==> src/shared/syc_defines.vh <==
// Register offsets, field positions and reset values of the system control group
`ifndef SYC_DEFINES_VH
`define SYC_DEFINES_VH

// ----------------------------------------
// Register byte offsets
// ----------------------------------------
`define SYC_OFS_VECTOR_BASE      16'hed08
`define SYC_OFS_INT_RESET_CTRL   16'hed0c
`define SYC_OFS_SLEEP_CONTROL    16'hed10

// ----------------------------------------
// Vector base fields
// ----------------------------------------
`define SYC_TBL_MSB              31
`define SYC_TBL_LSB              8
`define SYC_TBL_RESET            24'h000000

// ----------------------------------------
// Interrupt and reset control fields
// ----------------------------------------
`define SYC_KEY_MSB              31
`define SYC_KEY_LSB              16
`define SYC_UNLOCK_KEY           16'h05fa
`define SYC_KEY_READ             16'h0000
`define SYC_BYTE_ORDER_BIT       15
`define SYC_BYTE_ORDER_VAL       1'h0
`define SYC_RESET_REQ_BIT        2
`define SYC_CLR_ACTIVE_BIT       1

// ----------------------------------------
// Sleep control fields
// ----------------------------------------
`define SYC_SEND_EVT_PEND_BIT    4
`define SYC_DEEP_SLEEP_BIT       2
`define SYC_SLEEP_ON_EXIT_BIT    1
`define SYC_SLEEP_CTRL_RESET     1'h0

// ----------------------------------------
// Bus answers
// ----------------------------------------
`define SYC_RESP_OKAY            2'h0
`define SYC_RESP_SLVERR          2'h2

`endif

==> src/design/syc_top.v <==
// System control register group with AXI4-Lite slave, reset request and sleep logic
//
// Implementation choice: register access over AXI4-Lite.
`timescale 1ns/10ps
`include "syc_defines.vh"

// How it works
// - Vector base holds read-write table base in bits 31:8, resets zero, low byte reserved.
// - Interrupt/reset control writes ignored unless upper halfword holds the unlock key.
// - Bit 15 of interrupt/reset control is read-only and reads 0, little-endian.
// - Keyed write of bit 2 raises the reset request toward the system.
// - A reset caused by the request clears the core-halt control bit.
// - Clear-active bit self-clears and is only settable from debug while halted.
// - Clear-active makes the core drop active exceptions, enter Thread, status 0.
// - Send-event-on-pending lets disabled interrupts also wake the core when set.
// - Pending event wakes a waiting core, otherwise is latched for next wait.
// - Send-event instruction or external event input also ends a wait.
// - Sleep control bit 2 selects ordinary sleep or deep sleep.
// - Sleep-on-exit makes core sleep on return from Handler to Thread.
// - Sleep control bits read-write, reset 0, other bits reserved.
module syc_top #(
	parameter ADDR_W = 16                     // Bus address width
) (
	input  wire              CLK_SYS_IN,      // Core clock, 25 MHz
	input  wire              RST_B_IN,        // Async reset, active low
	// AXI4-Lite slave
	input  wire [ADDR_W-1:0] AWADDR_IN,       // Write address
	input  wire              AWVALID_IN,      // Write address valid
	output reg               AWREADY_OUT,     // Write address ready
	input  wire [31:0]       WDATA_IN,        // Write data
	input  wire [3:0]        WSTRB_IN,        // Write byte enables
	input  wire              WVALID_IN,       // Write data valid
	output reg               WREADY_OUT,      // Write data ready
	output reg  [1:0]        BRESP_OUT,       // Write response
	output reg               BVALID_OUT,      // Write response valid
	input  wire              BREADY_IN,       // Write response ready
	input  wire [ADDR_W-1:0] ARADDR_IN,       // Read address
	input  wire              ARVALID_IN,      // Read address valid
	output reg               ARREADY_OUT,     // Read address ready
	output reg  [31:0]       RDATA_OUT,       // Read data
	output reg  [1:0]        RRESP_OUT,       // Read response
	output reg               RVALID_OUT,      // Read data valid
	input  wire              RREADY_IN,       // Read data ready
	// Core and debug side
	input  wire              DBG_ACCESS_IN,   // Write comes from debug access port
	input  wire              CORE_HALTED_IN,  // Core halted by debugger
	input  wire              IRQ_PEND_EN_IN,  // Enabled interrupt became pending
	input  wire              IRQ_PEND_DIS_IN, // Disabled interrupt became pending
	input  wire              SEND_EVENT_IN,   // Core executed send-event
	input  wire              WAIT_EVENT_IN,   // Core executed wait-for-event
	input  wire              EXIT_THREAD_IN,  // Return from Handler to Thread
	input  wire              EXT_EVENT_IN,    // External event pin, async
	input  wire              SYS_RST_ACK_IN,  // System reset carried out
	output reg  [31:0]       TABLE_BASE_OUT,  // Vector table base address
	output reg               RESET_REQ_OUT,   // System reset request
	output reg               HALT_CLEAR_OUT,  // Clear core-halt bit, pulse
	output reg               CLR_ACTIVE_OUT,  // Clear active exceptions, pulse
	output reg               WAKE_OUT,        // Wake core, pulse
	output reg               SLEEP_OUT,       // Ordinary sleep indication
	output reg               DEEP_SLEEP_OUT   // Deep sleep indication
);

	// ----------------------------------------
	// Register state
	// ----------------------------------------
	reg  [23:0]       table_base_field_r;
	reg               reset_request_r;
	reg               send_event_on_pending_r;
	reg               deep_sleep_select_r;
	reg               sleep_on_exit_a_r;
	reg               event_latch_r;
	reg               event_latch_nxt;
	reg               sleeping_r;
	reg               sleeping_nxt;
	reg               wait_mode_r;
	reg               wait_mode_nxt;
	reg               wake_nxt;
	reg               ext_meta_r;
	reg               ext_sync_r;
	reg               ext_prev_r;

	// Write channel holding state
	reg               aw_held_r;
	reg               w_held_r;
	reg  [ADDR_W-1:0] aw_addr_r;
	reg  [31:0]       w_data_r;
	reg  [3:0]        w_strb_r;
	reg               w_dbg_r;

	wire              wr_go;
	wire              wr_vec;
	wire              wr_irc;
	wire              wr_slp;
	wire              key_ok;
	wire              clr_allowed;
	wire              ext_rise;
	wire              any_event;

	// ----------------------------------------
	// Write decode
	// ----------------------------------------
	// Commit once both halves are held and the last answer is gone
	assign wr_go  = aw_held_r & w_held_r & ~BVALID_OUT;
	assign wr_vec = wr_go & (aw_addr_r == `SYC_OFS_VECTOR_BASE);
	assign wr_irc = wr_go & (aw_addr_r == `SYC_OFS_INT_RESET_CTRL);
	assign wr_slp = wr_go & (aw_addr_r == `SYC_OFS_SLEEP_CONTROL);

	// Key must be written whole in the upper halfword
	assign key_ok = wr_irc & (w_strb_r[3:2] == 2'h3) & w_strb_r[0] &
		(w_data_r[`SYC_KEY_MSB:`SYC_KEY_LSB] == `SYC_UNLOCK_KEY);

	// Clear-active only from debug port while halted
	assign clr_allowed = key_ok & w_dbg_r & CORE_HALTED_IN &
		w_data_r[`SYC_CLR_ACTIVE_BIT];

	// ----------------------------------------
	// Write address and data capture
	// ----------------------------------------
	always @(posedge CLK_SYS_IN or negedge RST_B_IN) begin
		if (!RST_B_IN) begin
			AWREADY_OUT <= 1'b0;
			WREADY_OUT  <= 1'b0;
			aw_held_r   <= 1'b0;
			w_held_r    <= 1'b0;
			aw_addr_r   <= {ADDR_W{1'b0}};
			w_data_r    <= 32'h00000000;
			w_strb_r    <= 4'h0;
			w_dbg_r     <= 1'b0;
		end else begin
			// Ready pulses one cycle once valid seen
			AWREADY_OUT <= AWVALID_IN & ~AWREADY_OUT & ~aw_held_r & ~BVALID_OUT;
			WREADY_OUT  <= WVALID_IN & ~WREADY_OUT & ~w_held_r & ~BVALID_OUT;
			if (AWVALID_IN & AWREADY_OUT) begin
				aw_held_r <= 1'b1;
				aw_addr_r <= AWADDR_IN;
			end else if (wr_go) begin
				aw_held_r <= 1'b0;
			end
			if (WVALID_IN & WREADY_OUT) begin
				w_held_r <= 1'b1;
				w_data_r <= WDATA_IN;
				w_strb_r <= WSTRB_IN;
				w_dbg_r  <= DBG_ACCESS_IN;
			end else if (wr_go) begin
				w_held_r <= 1'b0;
			end
		end
	end

	// ----------------------------------------
	// Write response
	// ----------------------------------------
	always @(posedge CLK_SYS_IN or negedge RST_B_IN) begin
		if (!RST_B_IN) begin
			BVALID_OUT <= 1'b0;
			BRESP_OUT  <= `SYC_RESP_OKAY;
		end else if (wr_go) begin
			// Unmapped offsets answer SLVERR and change nothing
			BVALID_OUT <= 1'b1;
			BRESP_OUT  <= (wr_vec | wr_irc | wr_slp) ? `SYC_RESP_OKAY : `SYC_RESP_SLVERR;
		end else if (BREADY_IN) begin
			BVALID_OUT <= 1'b0;
		end
	end

	// ----------------------------------------
	// Vector base and sleep control registers
	// ----------------------------------------
	always @(posedge CLK_SYS_IN or negedge RST_B_IN) begin
		if (!RST_B_IN) begin
			table_base_field_r      <= `SYC_TBL_RESET;
			send_event_on_pending_r <= `SYC_SLEEP_CTRL_RESET;
			deep_sleep_select_r     <= `SYC_SLEEP_CTRL_RESET;
			sleep_on_exit_a_r       <= `SYC_SLEEP_CTRL_RESET;
		end else begin
			// Byte lanes honoured, low byte reserved
			if (wr_vec) begin
				if (w_strb_r[1])
					table_base_field_r[7:0] <= w_data_r[15:8];
				if (w_strb_r[2])
					table_base_field_r[15:8] <= w_data_r[23:16];
				if (w_strb_r[3])
					table_base_field_r[23:16] <= w_data_r[31:24];
			end
			if (wr_slp & w_strb_r[0]) begin
				send_event_on_pending_r <= w_data_r[`SYC_SEND_EVT_PEND_BIT];
				deep_sleep_select_r     <= w_data_r[`SYC_DEEP_SLEEP_BIT];
				sleep_on_exit_a_r       <= w_data_r[`SYC_SLEEP_ON_EXIT_BIT];
			end
		end
	end

	// ----------------------------------------
	// Reset request and clear-active pulses
	// ----------------------------------------
	always @(posedge CLK_SYS_IN or negedge RST_B_IN) begin
		if (!RST_B_IN) begin
			reset_request_r <= 1'b0;
			RESET_REQ_OUT   <= 1'b0;
			HALT_CLEAR_OUT  <= 1'b0;
			CLR_ACTIVE_OUT  <= 1'b0;
		end else begin
			// Held until the reset controller acts, new request wins
			if (key_ok & w_data_r[`SYC_RESET_REQ_BIT])
				reset_request_r <= 1'b1;
			else if (SYS_RST_ACK_IN)
				reset_request_r <= 1'b0;
			RESET_REQ_OUT  <= (key_ok & w_data_r[`SYC_RESET_REQ_BIT]) |
				(reset_request_r & ~SYS_RST_ACK_IN);
			// Reset from the request drops the halt bit
			HALT_CLEAR_OUT <= reset_request_r & SYS_RST_ACK_IN;
			// Self-clearing: one pulse to the core
			CLR_ACTIVE_OUT <= clr_allowed;
		end
	end

	// ----------------------------------------
	// Read channel
	// ----------------------------------------
	always @(posedge CLK_SYS_IN or negedge RST_B_IN) begin
		if (!RST_B_IN) begin
			ARREADY_OUT <= 1'b0;
			RVALID_OUT  <= 1'b0;
			RDATA_OUT   <= 32'h00000000;
			RRESP_OUT   <= `SYC_RESP_OKAY;
		end else begin
			// Ready pulses one cycle, none while read data still waits
			ARREADY_OUT <= ARVALID_IN & ~ARREADY_OUT & ~RVALID_OUT;
			if (ARVALID_IN & ARREADY_OUT) begin
				RVALID_OUT <= 1'b1;
				RRESP_OUT  <= `SYC_RESP_OKAY;
				// Cleared first so reserved bits read zero
				RDATA_OUT  <= 32'h00000000;
				case (ARADDR_IN)
				`SYC_OFS_VECTOR_BASE: begin
					RDATA_OUT <= {table_base_field_r, 8'h00};
				end
				`SYC_OFS_INT_RESET_CTRL: begin
					// Key field reads 0x0000, clear-active reads 0
					RDATA_OUT[`SYC_KEY_MSB:`SYC_KEY_LSB] <= `SYC_KEY_READ;
					RDATA_OUT[`SYC_BYTE_ORDER_BIT] <= `SYC_BYTE_ORDER_VAL;
					RDATA_OUT[`SYC_RESET_REQ_BIT]  <= reset_request_r;
				end
				`SYC_OFS_SLEEP_CONTROL: begin
					RDATA_OUT[`SYC_SEND_EVT_PEND_BIT] <= send_event_on_pending_r;
					RDATA_OUT[`SYC_DEEP_SLEEP_BIT]    <= deep_sleep_select_r;
					RDATA_OUT[`SYC_SLEEP_ON_EXIT_BIT] <= sleep_on_exit_a_r;
				end
				default: begin
					RRESP_OUT <= `SYC_RESP_SLVERR;
				end
				endcase
			end else if (RREADY_IN) begin
				RVALID_OUT <= 1'b0;
			end
		end
	end

	// ----------------------------------------
	// External event synchroniser
	// ----------------------------------------
	always @(posedge CLK_SYS_IN or negedge RST_B_IN) begin
		if (!RST_B_IN) begin
			ext_meta_r <= 1'b0;
			ext_sync_r <= 1'b0;
			ext_prev_r <= 1'b0;
		end else begin
			// Two stages before anything reads the pin
			ext_meta_r <= EXT_EVENT_IN;
			ext_sync_r <= ext_meta_r;
			ext_prev_r <= ext_sync_r;
		end
	end

	// Rising edge only, a held pin gives one event
	assign ext_rise = ext_sync_r & ~ext_prev_r;

	// Events able to end a wait
	assign any_event = IRQ_PEND_EN_IN | SEND_EVENT_IN | ext_rise |
		(IRQ_PEND_DIS_IN & send_event_on_pending_r);

	// ----------------------------------------
	// Sleep and event latch next state
	// ----------------------------------------
	always @* begin
		event_latch_nxt = event_latch_r;
		sleeping_nxt    = sleeping_r;
		wait_mode_nxt   = wait_mode_r;
		wake_nxt        = 1'b0;
		if (sleeping_r) begin
			// Wait sleep ends on any event, exit sleep on interrupt
			if (wait_mode_r ? any_event : (IRQ_PEND_EN_IN |
				(IRQ_PEND_DIS_IN & send_event_on_pending_r))) begin
				sleeping_nxt = 1'b0;
				wake_nxt     = 1'b1;
			end
			// Exit sleep waits for no event, so events are kept for the next wait
			if (!wait_mode_r & any_event)
				event_latch_nxt = 1'b1;
		end else if (WAIT_EVENT_IN) begin
			if (event_latch_r | any_event) begin
				// Latched event satisfies it, fresh one kept
				event_latch_nxt = event_latch_r & any_event;
				wake_nxt        = 1'b1;
			end else begin
				sleeping_nxt  = 1'b1;
				wait_mode_nxt = 1'b1;
			end
		end else if (EXIT_THREAD_IN & sleep_on_exit_a_r) begin
			sleeping_nxt  = 1'b1;
			wait_mode_nxt = 1'b0;
			if (any_event)
				event_latch_nxt = 1'b1;
		end else if (any_event) begin
			event_latch_nxt = 1'b1;
		end
	end

	// ----------------------------------------
	// Sleep state and outputs
	// ----------------------------------------
	always @(posedge CLK_SYS_IN or negedge RST_B_IN) begin
		if (!RST_B_IN) begin
			event_latch_r  <= 1'b0;
			sleeping_r     <= 1'b0;
			wait_mode_r    <= 1'b0;
			WAKE_OUT       <= 1'b0;
			SLEEP_OUT      <= 1'b0;
			DEEP_SLEEP_OUT <= 1'b0;
			TABLE_BASE_OUT <= 32'h00000000;
		end else begin
			event_latch_r  <= event_latch_nxt;
			sleeping_r     <= sleeping_nxt;
			wait_mode_r    <= wait_mode_nxt;
			WAKE_OUT       <= wake_nxt;
			// Depth chosen by deep-sleep select
			SLEEP_OUT      <= sleeping_nxt & ~deep_sleep_select_r;
			DEEP_SLEEP_OUT <= sleeping_nxt & deep_sleep_select_r;
			TABLE_BASE_OUT <= {table_base_field_r, 8'h00};
		end
	end

endmodule // syc_top

==> config.mk <==
export PLATFORM = sky130hd
export DESIGN_NAME = syc_top
export DESIGN_NICKNAME = d
export VERILOG_FILES = /design/src/design/syc_top.v
export VERILOG_INCLUDE_DIRS = /design/src /design/src/shared
export SDC_FILE = /design/constraint.sdc
export NUM_CORES = 1
export LEC_CHECK = 0
export BUFFER_PORTS_ARGS = -buffer_cell sky130_fd_sc_hd__buf_2
export CORE_ASPECT_RATIO = 1.5
export CORE_MARGIN = 3
export CORE_UTILIZATION = 51
export CTS_CLUSTER_SIZE = 10
export DETAILED_ROUTE_END_ITERATION = 12
export PLACE_DENSITY = 0.88
export RECOVER_POWER = 25
export SLEW_MARGIN = 10
export SYNTH_ARGS = -nofsm -noshare
export SYNTH_HDL_FRONTEND = slang
export SYNTH_SLANG_ARGS = --single-unit
==> constraint.sdc <==
create_clock -name CLK_SYS_IN -period 2.7 [get_ports CLK_SYS_IN]
set_clock_uncertainty 0.2 [all_clocks]
set_input_delay 0.135 -clock CLK_SYS_IN [delete_from_list [all_inputs] [get_ports CLK_SYS_IN]]
set_output_delay 0.135 -clock CLK_SYS_IN [all_outputs]
set_load 0.005 [all_outputs]
After elaboration in Yosys (flattened, before gate mapping)

Index checks and enable logic that the tools add are counted.

Multiplexer cells: 34
Reductions and logical operators: 14
Equality and inequality tests: 11
Bitwise operators: 52

Operators by type and width:

| operator                                         | number |
|---|---|
| == test 16 bit (second input constant)           | 6 |
| bitwise AND 1 bit                                | 33 |
| 2-to-1 mux 1 bit                                 | 29 |
| 2-to-1 mux 17 bit                                | 1 |
| == test 16 x 11 -> 1 bit (second input constant) | 1 |
| nonzero test 2 bit                               | 6 |
| inverter 1 bit                                   | 11 |
| 2-to-1 mux 10 bit                                | 1 |
| OR 1 bit                                         | 8 |
| AND reduction 2 bit                              | 3 |
| AND reduction 3 bit                              | 2 |
| 2-to-1 mux 2 bit                                 | 2 |
| != test 3 x 1 -> 1 bit (second input constant)   | 1 |
| nonzero test 3 bit                               | 1 |
| OR reduction 3 bit                               | 1 |
| == test 2 bit (second input constant)            | 1 |
| != test 2 x 1 -> 1 bit (second input constant)   | 1 |
| != test 2 bit (second input constant)            | 1 |
| case mux 1 bit (2 select lines)                  | 1 |
| logical NOT 1 bit                                | 1 |

Logic and storage cells: 145
Input bits: 84
Register bits after elaboration: 158

Logic depth before layout (Yosys ltp)

Gate-level depths: netlist (run 1).

Word-level depth: 9
Mapped depth: 5
Depth with buffers taken out: 4

Least setup slack after synthesis (run 1)

OpenSTA, ideal clock, no wires.

Path kind: register to register
From: reg aw_addr_r[5]
To: reg table_base_field_r[0]
Path slack: 0.621 ns
Arrival: 1.754 ns
Required time: 2.375 ns
Stages on the path, launching flop included: 5
Path buffers: 0
Library setup time: 0.125 ns
Cells stage by stage: dfrtp_1 > or4b_4 > nor3_4 > nand3_4 > mux2_4

Word-level cells in the longest chain between the ends: 3

Ends and longest elaborated chain:

| element                       | line          | source |
|---|---|---|
| start: declaration            | syc_top.v:85  | `reg [ADDR_W-1:0] aw_addr_r;` |
| start signal: assignment      | syc_top.v:125 | `aw_addr_r <= {ADDR_W{1'b0}};` |
| == test 16 bit (no line)      | n/a           |  |
| bitwise AND 1 bit             | syc_top.v:104 | `` assign wr_vec = wr_go & (aw_addr_r == `SYC_OFS_VECTOR_BASE); `` |
| AND reduction 2 bit (no line) | n/a           |  |
| end signal: assignment        | syc_top.v:171 | `` table_base_field_r <= `SYC_TBL_RESET; `` |
| end signal: assignment        | syc_top.v:179 | `table_base_field_r[7:0] <= w_data_r[15:8];` |
| end: declaration              | syc_top.v:66  | `reg [23:0] table_base_field_r;` |

Every way passes these cells.
A chain may end at the register's enable or synchronous reset.

Worst setup path after layout (run 1)

From: in ARADDR_IN[9]
To: reg RDATA_OUT[1]

Word-level cells in the longest chain between the ends: 2

Ends and longest elaborated chain:

| element                        | line          | source |
|---|---|---|
| start: declaration             | syc_top.v:37  | `input wire [ADDR_W-1:0] ARADDR_IN,` |
| == test 16 bit                 | syc_top.v:234 | `case (ARADDR_IN)` |
| 2-to-1 mux 1 bit               | syc_top.v:234 |  |
| end signal: assignment         | syc_top.v:236 | `RDATA_OUT <= {table_base_field_r, 8'h00};` |
| end signal: indexed assignment | syc_top.v:240 | `` RDATA_OUT[`SYC_KEY_MSB:`SYC_KEY_LSB] <= `SYC_KEY_READ; `` |
| end signal: indexed assignment | syc_top.v:241 | `` RDATA_OUT[`SYC_BYTE_ORDER_BIT] <= `SYC_BYTE_ORDER_VAL; `` |
| end: declaration               | syc_top.v:40  | `output reg [31:0] RDATA_OUT,` |

Every way passes these cells.

==> results of run 1 <==
[power by group through the flow]
stage | logic (W) | registers (W) | clock network [W]
finish | 0.000942 | 0.00297 | 0.00219
global route | 0.00104 | 0.00302 | 0.00232
CTS | 0.000935 | 0.00296 | 0.00222
detailed placement | 0.000849 | 0.00299 | 0
global placement | 0.000797 | 0.00295 | 0
floorplan | 0.000617 | 0.00289 | 0
[tightest hold or removal path: stages]
cell     delay [ns]
buf_2          0.07
nor4_1         0.03
nand4_1        0.16
nor2_1         0.07
o21ai_0        0.14
[sequential cells by signal, indices dropped and copies added, names as in the netlist, 4 cells and up]
signal / count
RDATA_OUT: 27
table_base_field_r: 24
w_data_r: 27
TABLE_BASE_OUT: 24
w_strb_r: 4
aw_addr_r: 16
[metal layers]
metal  share of wire, %  GRT usage, %
met1                 38          25.6
met2                 55          40.7
met3                4.1          4.32
met5                  0             0
met4                3.1          10.6
[cells by family (layout without fill, tap and decap cells)]
logic type             after synthesis  after routing  share of synthesized area, %
and+or+nand+nor                     63             63                          7.93
AOI/OAI and AO/OA                   47             47                          6.10
DFF                                148            148                          66.1
buffers and inverters               30            254                          3.06
other                                1             15                        0.0670
muxes                               75             75                          16.7
[final cells by class]
class                      instances  share of cell area, %
clock inverter                    11                   1.33
timing repair buffer             216                   18.8
sequential                       148                   48.1
inverter                           6                  0.292
tap                              144                   2.34
multi-input combinational        200                   23.1
clock buffer                      21                   5.98
[synthesized netlist by cell type (2+ instances only)]
cell type / count
clkbuf_1: 5
buf_4: 15
inv_1: 6
nor2_1: 6
nor3_4: 2
nor2b_1: 3
o21ai_0: 11
nor4_1: 3
nand3_4: 3
mux2_4: 24
buf_2: 2
o22ai_1: 2
nor3b_1: 2
nand3_1: 5
nand3b_1: 2
mux2_2: 51
or4b_4: 2
and3_1: 3
a21oi_1: 4
and4b_1: 2
nand4_1: 3
nor4b_1: 3
a31oi_1: 2
a22o_1: 24
dfrtp_1: 148
nor3_1: 2
nand2_1: 14
buf_1: 2
[worst max-delay path by stage]
stage                      start                     to  slack, ns  cells after the start
detailed placement  aw_addr_r[5]  table_base_field_r[6]       0.42                      4
CTS                 ARADDR_IN[9]           RDATA_OUT[1]       0.36                      8
global placement    aw_addr_r[5]  table_base_field_r[2]       0.47                      4
global route        ARADDR_IN[9]           RDATA_OUT[1]       0.16                      8
floorplan           aw_addr_r[5]  table_base_field_r[0]       0.62                      4
finish              ARADDR_IN[9]           RDATA_OUT[1]       0.26                      8
[per-stage QoR]
step | cells | power, W | instance area (um^2)
after CTS | 746 | 0.00612 | 7710
after detailed placement | 645 | 0.00384 | 6450
after global routing | 746 | 0.00638 | 7700
after global placement | 645 | 0.00374 | 6450
final | 746 | 0.00610 | 7700
after floorplan | 378 | 0.00351 | 5650
[timing repair]
item | CTS | global route
endpoints found under the hold margin | 142 | 0
setup endpoints to repair | 0 | 0
hold buffers | 69 | 0
==> metrics.csv, run 1 <==
metric,value,unit
outcome,finished with violations,
failing checks,"capacitance limit, slew limit",
CP max-delay cell,dlygate4sd3_1,
"area leader, netlist",dfrtp_1,
maximum operating frequency,410,MHz
IO Count,163,
proportion of power drawn by the clock network,35.9,%
area share of the largest cell type after synthesis,66.1,%
period utilization,90.3,%
TritonCTS clock tree,done,
Critical R2R Capture,table_base_field_r[1],
CP Class,in2reg,
placer congestion estimate,0.793,
"flops & latches, synth",148,
first-pass GRT wire length,21.4,mm
Slew @ Worst Pin,1.87,ns
hold_sp,ARADDR_IN[7],
Max stage delay on crit path,0.56,ns
synth top area cells,"dfrtp_1 (66%), mux2_2 (10%), mux2_4 (6.4%), a22o_1 (3.8%), buf_4 (2.0%)",
Vias,3862,
vias in the first global route,4177,
most frequent cells in the layout,"dfrtp_1 (148), buf_2 (141), dlygate4sd3_1 (69)",
Combinational Power Share,15.4,%
pin count of the biggest net entering global routing,77,
initial antenna violation count,0,
H-tree Lvls,4,
Resize count post-CTS,0,
mapped cell area,0.00560,mm^2
Synth Instances,364,
post-layout util,72.3,%
share of cells above drive strength 1,43.2,%
family with the most delay on the worst path,buffers and inverters,
clock latency on the worst-skew pair,0.40,ns
# nets final,673,
Total GRT Usage,22.6,%
remaining routing DRC violations,0,
Setup Viol. Count Final,0,
Sequential Power Share,48.7,%
worst r2r src,aw_addr_r[5],
# Post-CTS Setup Buffers,0,
WHS Path Cells,5,
Int Power,0.00453,W
DR pass1 iterations,4,
port bufs,142,
Critical Path AT,2.58,ns
PD cells,792,mW/mm^2
multi-input logic area,0.00178,mm^2
row cnt,46,
final hold slack,0.0483,ns
Post-DRT Antenna Nets,0,
slack of the critical path,0.262,ns
CTS buffer count,17,
DIE WIDTH,91.6,um
Routed WL per cell,17.8,um
CP Capture Type,flop,
register area,0.00370,mm^2
Final TNS setup,0,ns
CORE AREA,0.0106,mm^2
reg2reg path depth,4,
DRT iter0 DRCs,165,
Syn. warnings,0,
hold worst-path end,RRESP_OUT[1],
RSZ-0062 raised after global routing,false,
DR vias/cell,5.18,
number of enable flip-flop cells after synthesis,0,
P_sw,0.00157,W
Main synth FF type,dfrtp_1,
WL final,13.2,mm
Root Buffer,clkbuf_16,
hpwl dp,8.38,mm
Max VDD drop,812,uV
Leakage Power,3.93,nW
syn avg cell area,15.4,um^2
ANT cells,0,
max_cap viols,1,
sequential area share after synthesis,66.1,%
"most common cell after layout, fill and taps aside",dfrtp_1,
post-place setup slack,0.420,ns
"Async S/R FF share, synth",100,%
Slew headroom,-24.9,%
Final Hold Viols,0,
grt ovf,0,
Filler Cells Inserted,653,
CP Buf/Inv Count,4,
Longest Clk Path Bufs,2,
CP dominant cell by count,dlygate4sd3_1,
crit path max fanout,4,
clock edge transition at the registers on the reported setup and hold paths,0.06,ns
worst min path class,in2reg,
total clock sinks,148,
Die H,134,um
Die Area,0.0123,mm^2
Critical Path RT,2.84,ns
max-slew violations,76,
CP Launch Type,input port,
Final min period,2.44,ns
Area growth syn-to-layout,37.6,%
sw frac,25.7,%
"Cell Chain, Critical Path",dlygate4sd3_1 > buf_2 > nor2_1 > dlygate4sd3_1 > nand4_1 > nand2b_1 > o21ai_0 > dlygate4sd3_1,
"Distinct cells, synth",41,
initial core utilization,52.6,%
R2R Setup Slk,0.43,ns
Power figures use the tool's default switching activity.
==> inputs of run 2 (changes only) <==
- CORE_MARGIN: 3 -> unset
- SETUP_SLACK_MARGIN: unset -> 0.1
==> run 2 against run 1 <==
  * The flow still finishes with violations (capacitance limit, slew limit)
  * Flip-flop and latch count did not move
  * Non-clock buffer count fell by 1
  * Routed wire length fell by 3.9%
  * Highest routed layer unchanged
==> metrics.csv, run 2 (same netlist as run 1, synthesis figures left out) <==
metric,value,unit,change
max_cap viols,1,,unchanged
Filler Cells Inserted,663,,+1.5%
CP Class,in2reg,,
Area growth syn-to-layout,38.9,%,
clock latency on the worst-skew pair,0.41,ns,about the same
# nets final,672,,-0.15%
Vias,3751,,-2.9%
hpwl dp,7.82,mm,-6.7%
R2R Setup Slk,0.44,ns,about the same
PD cells,831,mW/mm^2,+5.0%
CP dominant cell by count,dlygate4sd3_1,,
final non-filler cell total,745,,-0.13%
share of cells above drive strength 1,43.3,%,+0.072 points
CORE AREA,0.0106,mm^2,unchanged
IO Count,163,,unchanged
Placed Area,0.00645,mm^2,unchanged
CP max-delay cell,dlygate4sd3_1,,
H-tree Lvls,4,,unchanged
"most common cell after layout, fill and taps aside",dfrtp_1,,
# Post-CTS Setup Buffers,0,,unchanged
DR pass1 iterations,4,,unchanged
multi-input logic area,0.00178,mm^2,unchanged
remaining routing DRC violations,0,,unchanged
final instance area,0.00778,mm^2,+0.99%
vias in the first global route,4003,,-4.2%
Final TNS setup,0,ns,unchanged
Die H,130,um,-3.0%
CTS buffer count,17,,unchanged
most frequent cells in the layout,"dfrtp_1 (148), buf_2 (141), dlygate4sd3_1 (68)",,
Total GRT Usage,24.1,%,+1.5 points
Critical Path AT,2.60,ns,+0.02 ns
outcome,finished with violations,,
port bufs,142,,unchanged
register area,0.00370,mm^2,unchanged
ANT cells,0,,unchanged
Root Buffer,clkbuf_16,,
worst min path class,in2reg,,
Longest Clk Path Bufs,2,,unchanged
family with the most delay on the worst path,buffers and inverters,,
Die Area,0.0114,mm^2,-7.2%
slack of the critical path,0.248,ns,-0.0139 ns
Max VDD drop,763,uV,-6.0%
Max stage delay on crit path,0.57,ns,about the same
Post-DRT Antenna Nets,0,,unchanged
DR vias/cell,5.03,,-2.7%
first-pass GRT wire length,20.0,mm,-6.5%
pin count of the biggest net entering global routing,76,,-1.3%
Leakage Power,3.99,nW,+1.3%
failing checks,"capacitance limit, slew limit",,
PnR Total Power,0.00647,W,+6.0%
"Cell Chain, Critical Path",dlygate4sd3_1 > buf_2 > nor2_1 > dlygate4sd3_1 > nand4_1 > nand2b_1 > o21ai_0 > dlygate4sd3_1,,
DRT iter0 DRCs,192,,+16%
Routed WL per cell,17.1,um,-3.8%
row cnt,46,,unchanged
grt ovf,0,,unchanged
DIE WIDTH,87.6,um,-4.4%
WL final,12.7,mm,-3.9%
CP Launch Type,input port,,
crit path max fanout,4,,unchanged
period utilization,90.8,%,+0.52 points
Final min period,2.45,ns,+0.0139 ns
Final Hold Viols,0,,unchanged
initial core utilization,52.6,%,unchanged
CP Capture Type,flop,,
Slew headroom,-22.2,%,+2.7 points
largest registers,"RDATA_OUT (27), w_data_r (27)",,
clock edge transition at the registers on the reported setup and hold paths,0.06,ns,about the same
post-place setup slack,0.429,ns,+0.00871 ns
initial antenna violation count,0,,unchanged
Setup Viol. Count Final,0,,unchanged
CP Buf/Inv Count,4,,unchanged
TritonCTS clock tree,done,,
max-slew violations,75,,-1.3%
placed cells,645,,unchanged
total clock sinks,148,,unchanged
RSZ-0062 raised after global routing,false,,
placer congestion estimate,0.761,,-4.0%
maximum operating frequency,408,MHz,-0.57%
Slew @ Worst Pin,1.83,ns,-0.0405 ns
Critical Path RT,2.84,ns,about the same
==> run 2: path summary, 6_finish.rpt <==
path / startpoint / end / depth (start not counted)
max reg2reg: aw_addr_r[5] / table_base_field_r[1] / 4
max: ARADDR_IN[6] / RDATA_OUT[1] / 8
min: ARADDR_IN[5] / RRESP_OUT[1] / 5
min in group asynchronous: RST_B_IN / TABLE_BASE_OUT[17] / 2
max in group asynchronous: RST_B_IN / RDATA_OUT[25] / 3
min reg2reg: ext_meta_r / ext_sync_r / 0
==> run 2: metrics by stage <==
step / hold WS [ns] / util (%)
finish: 0.0261 / 73.1
global route: 0.0266 / 73.1
CTS: 0.00681 / 73.1
detailed placement: -0.00287 / 60.6
global placement: -0.0202 / 60.6
floorplan: -0.361 / -
==> run 2: final cells by class <==
class                      count  share of cell area (%)
clock buffer                  20                    5.74
clock inverter                12                    2.61
inverter                       6                   0.290
multi-input combinational    200                    22.9
sequential                   148                    47.6
tap                          144                    2.32
timing repair buffer         215                    18.5
==> run 2: per-layer routing <==
| layer | GRT usage, % | vias to the layer above | wire, um |
|---|---|---|---|
| li1 | - | 1742 | - |
| met1 | 27.4 | 1851 | 4880 |
| met2 | 42.0 | 132 | 7000 |
| met3 | 6.45 | 26 | 520 |
| met4 | 11.4 | 0 | 315 |
| met5 | 0 | - | 0 |
==> run 2: tightest hold or removal path: cells and delay by family <==
family	cells	cell delay [ns]
and+or+nand+nor	3	0.26
AOI/OAI and AO/OA	1	0.12
buffers and inverters	1	0.08
==> run 2: power by group <==
part / total [W] / internal (W) / switching (W)
logic: 0.000946 / 0.000564 / 0.000382
clock network: 0.00255 / 0.00167 / 0.000881
registers: 0.00297 / 0.00265 / 0.000325
total: 0.00647 / 0.00488 / 0.00159
==> run 2: what timing repair did <==
action / 4_1_cts / 5_1_grt
hold endpoints to repair: 141 / 0
resized for setup: 0 / 0
hold buffers: 68 / 0
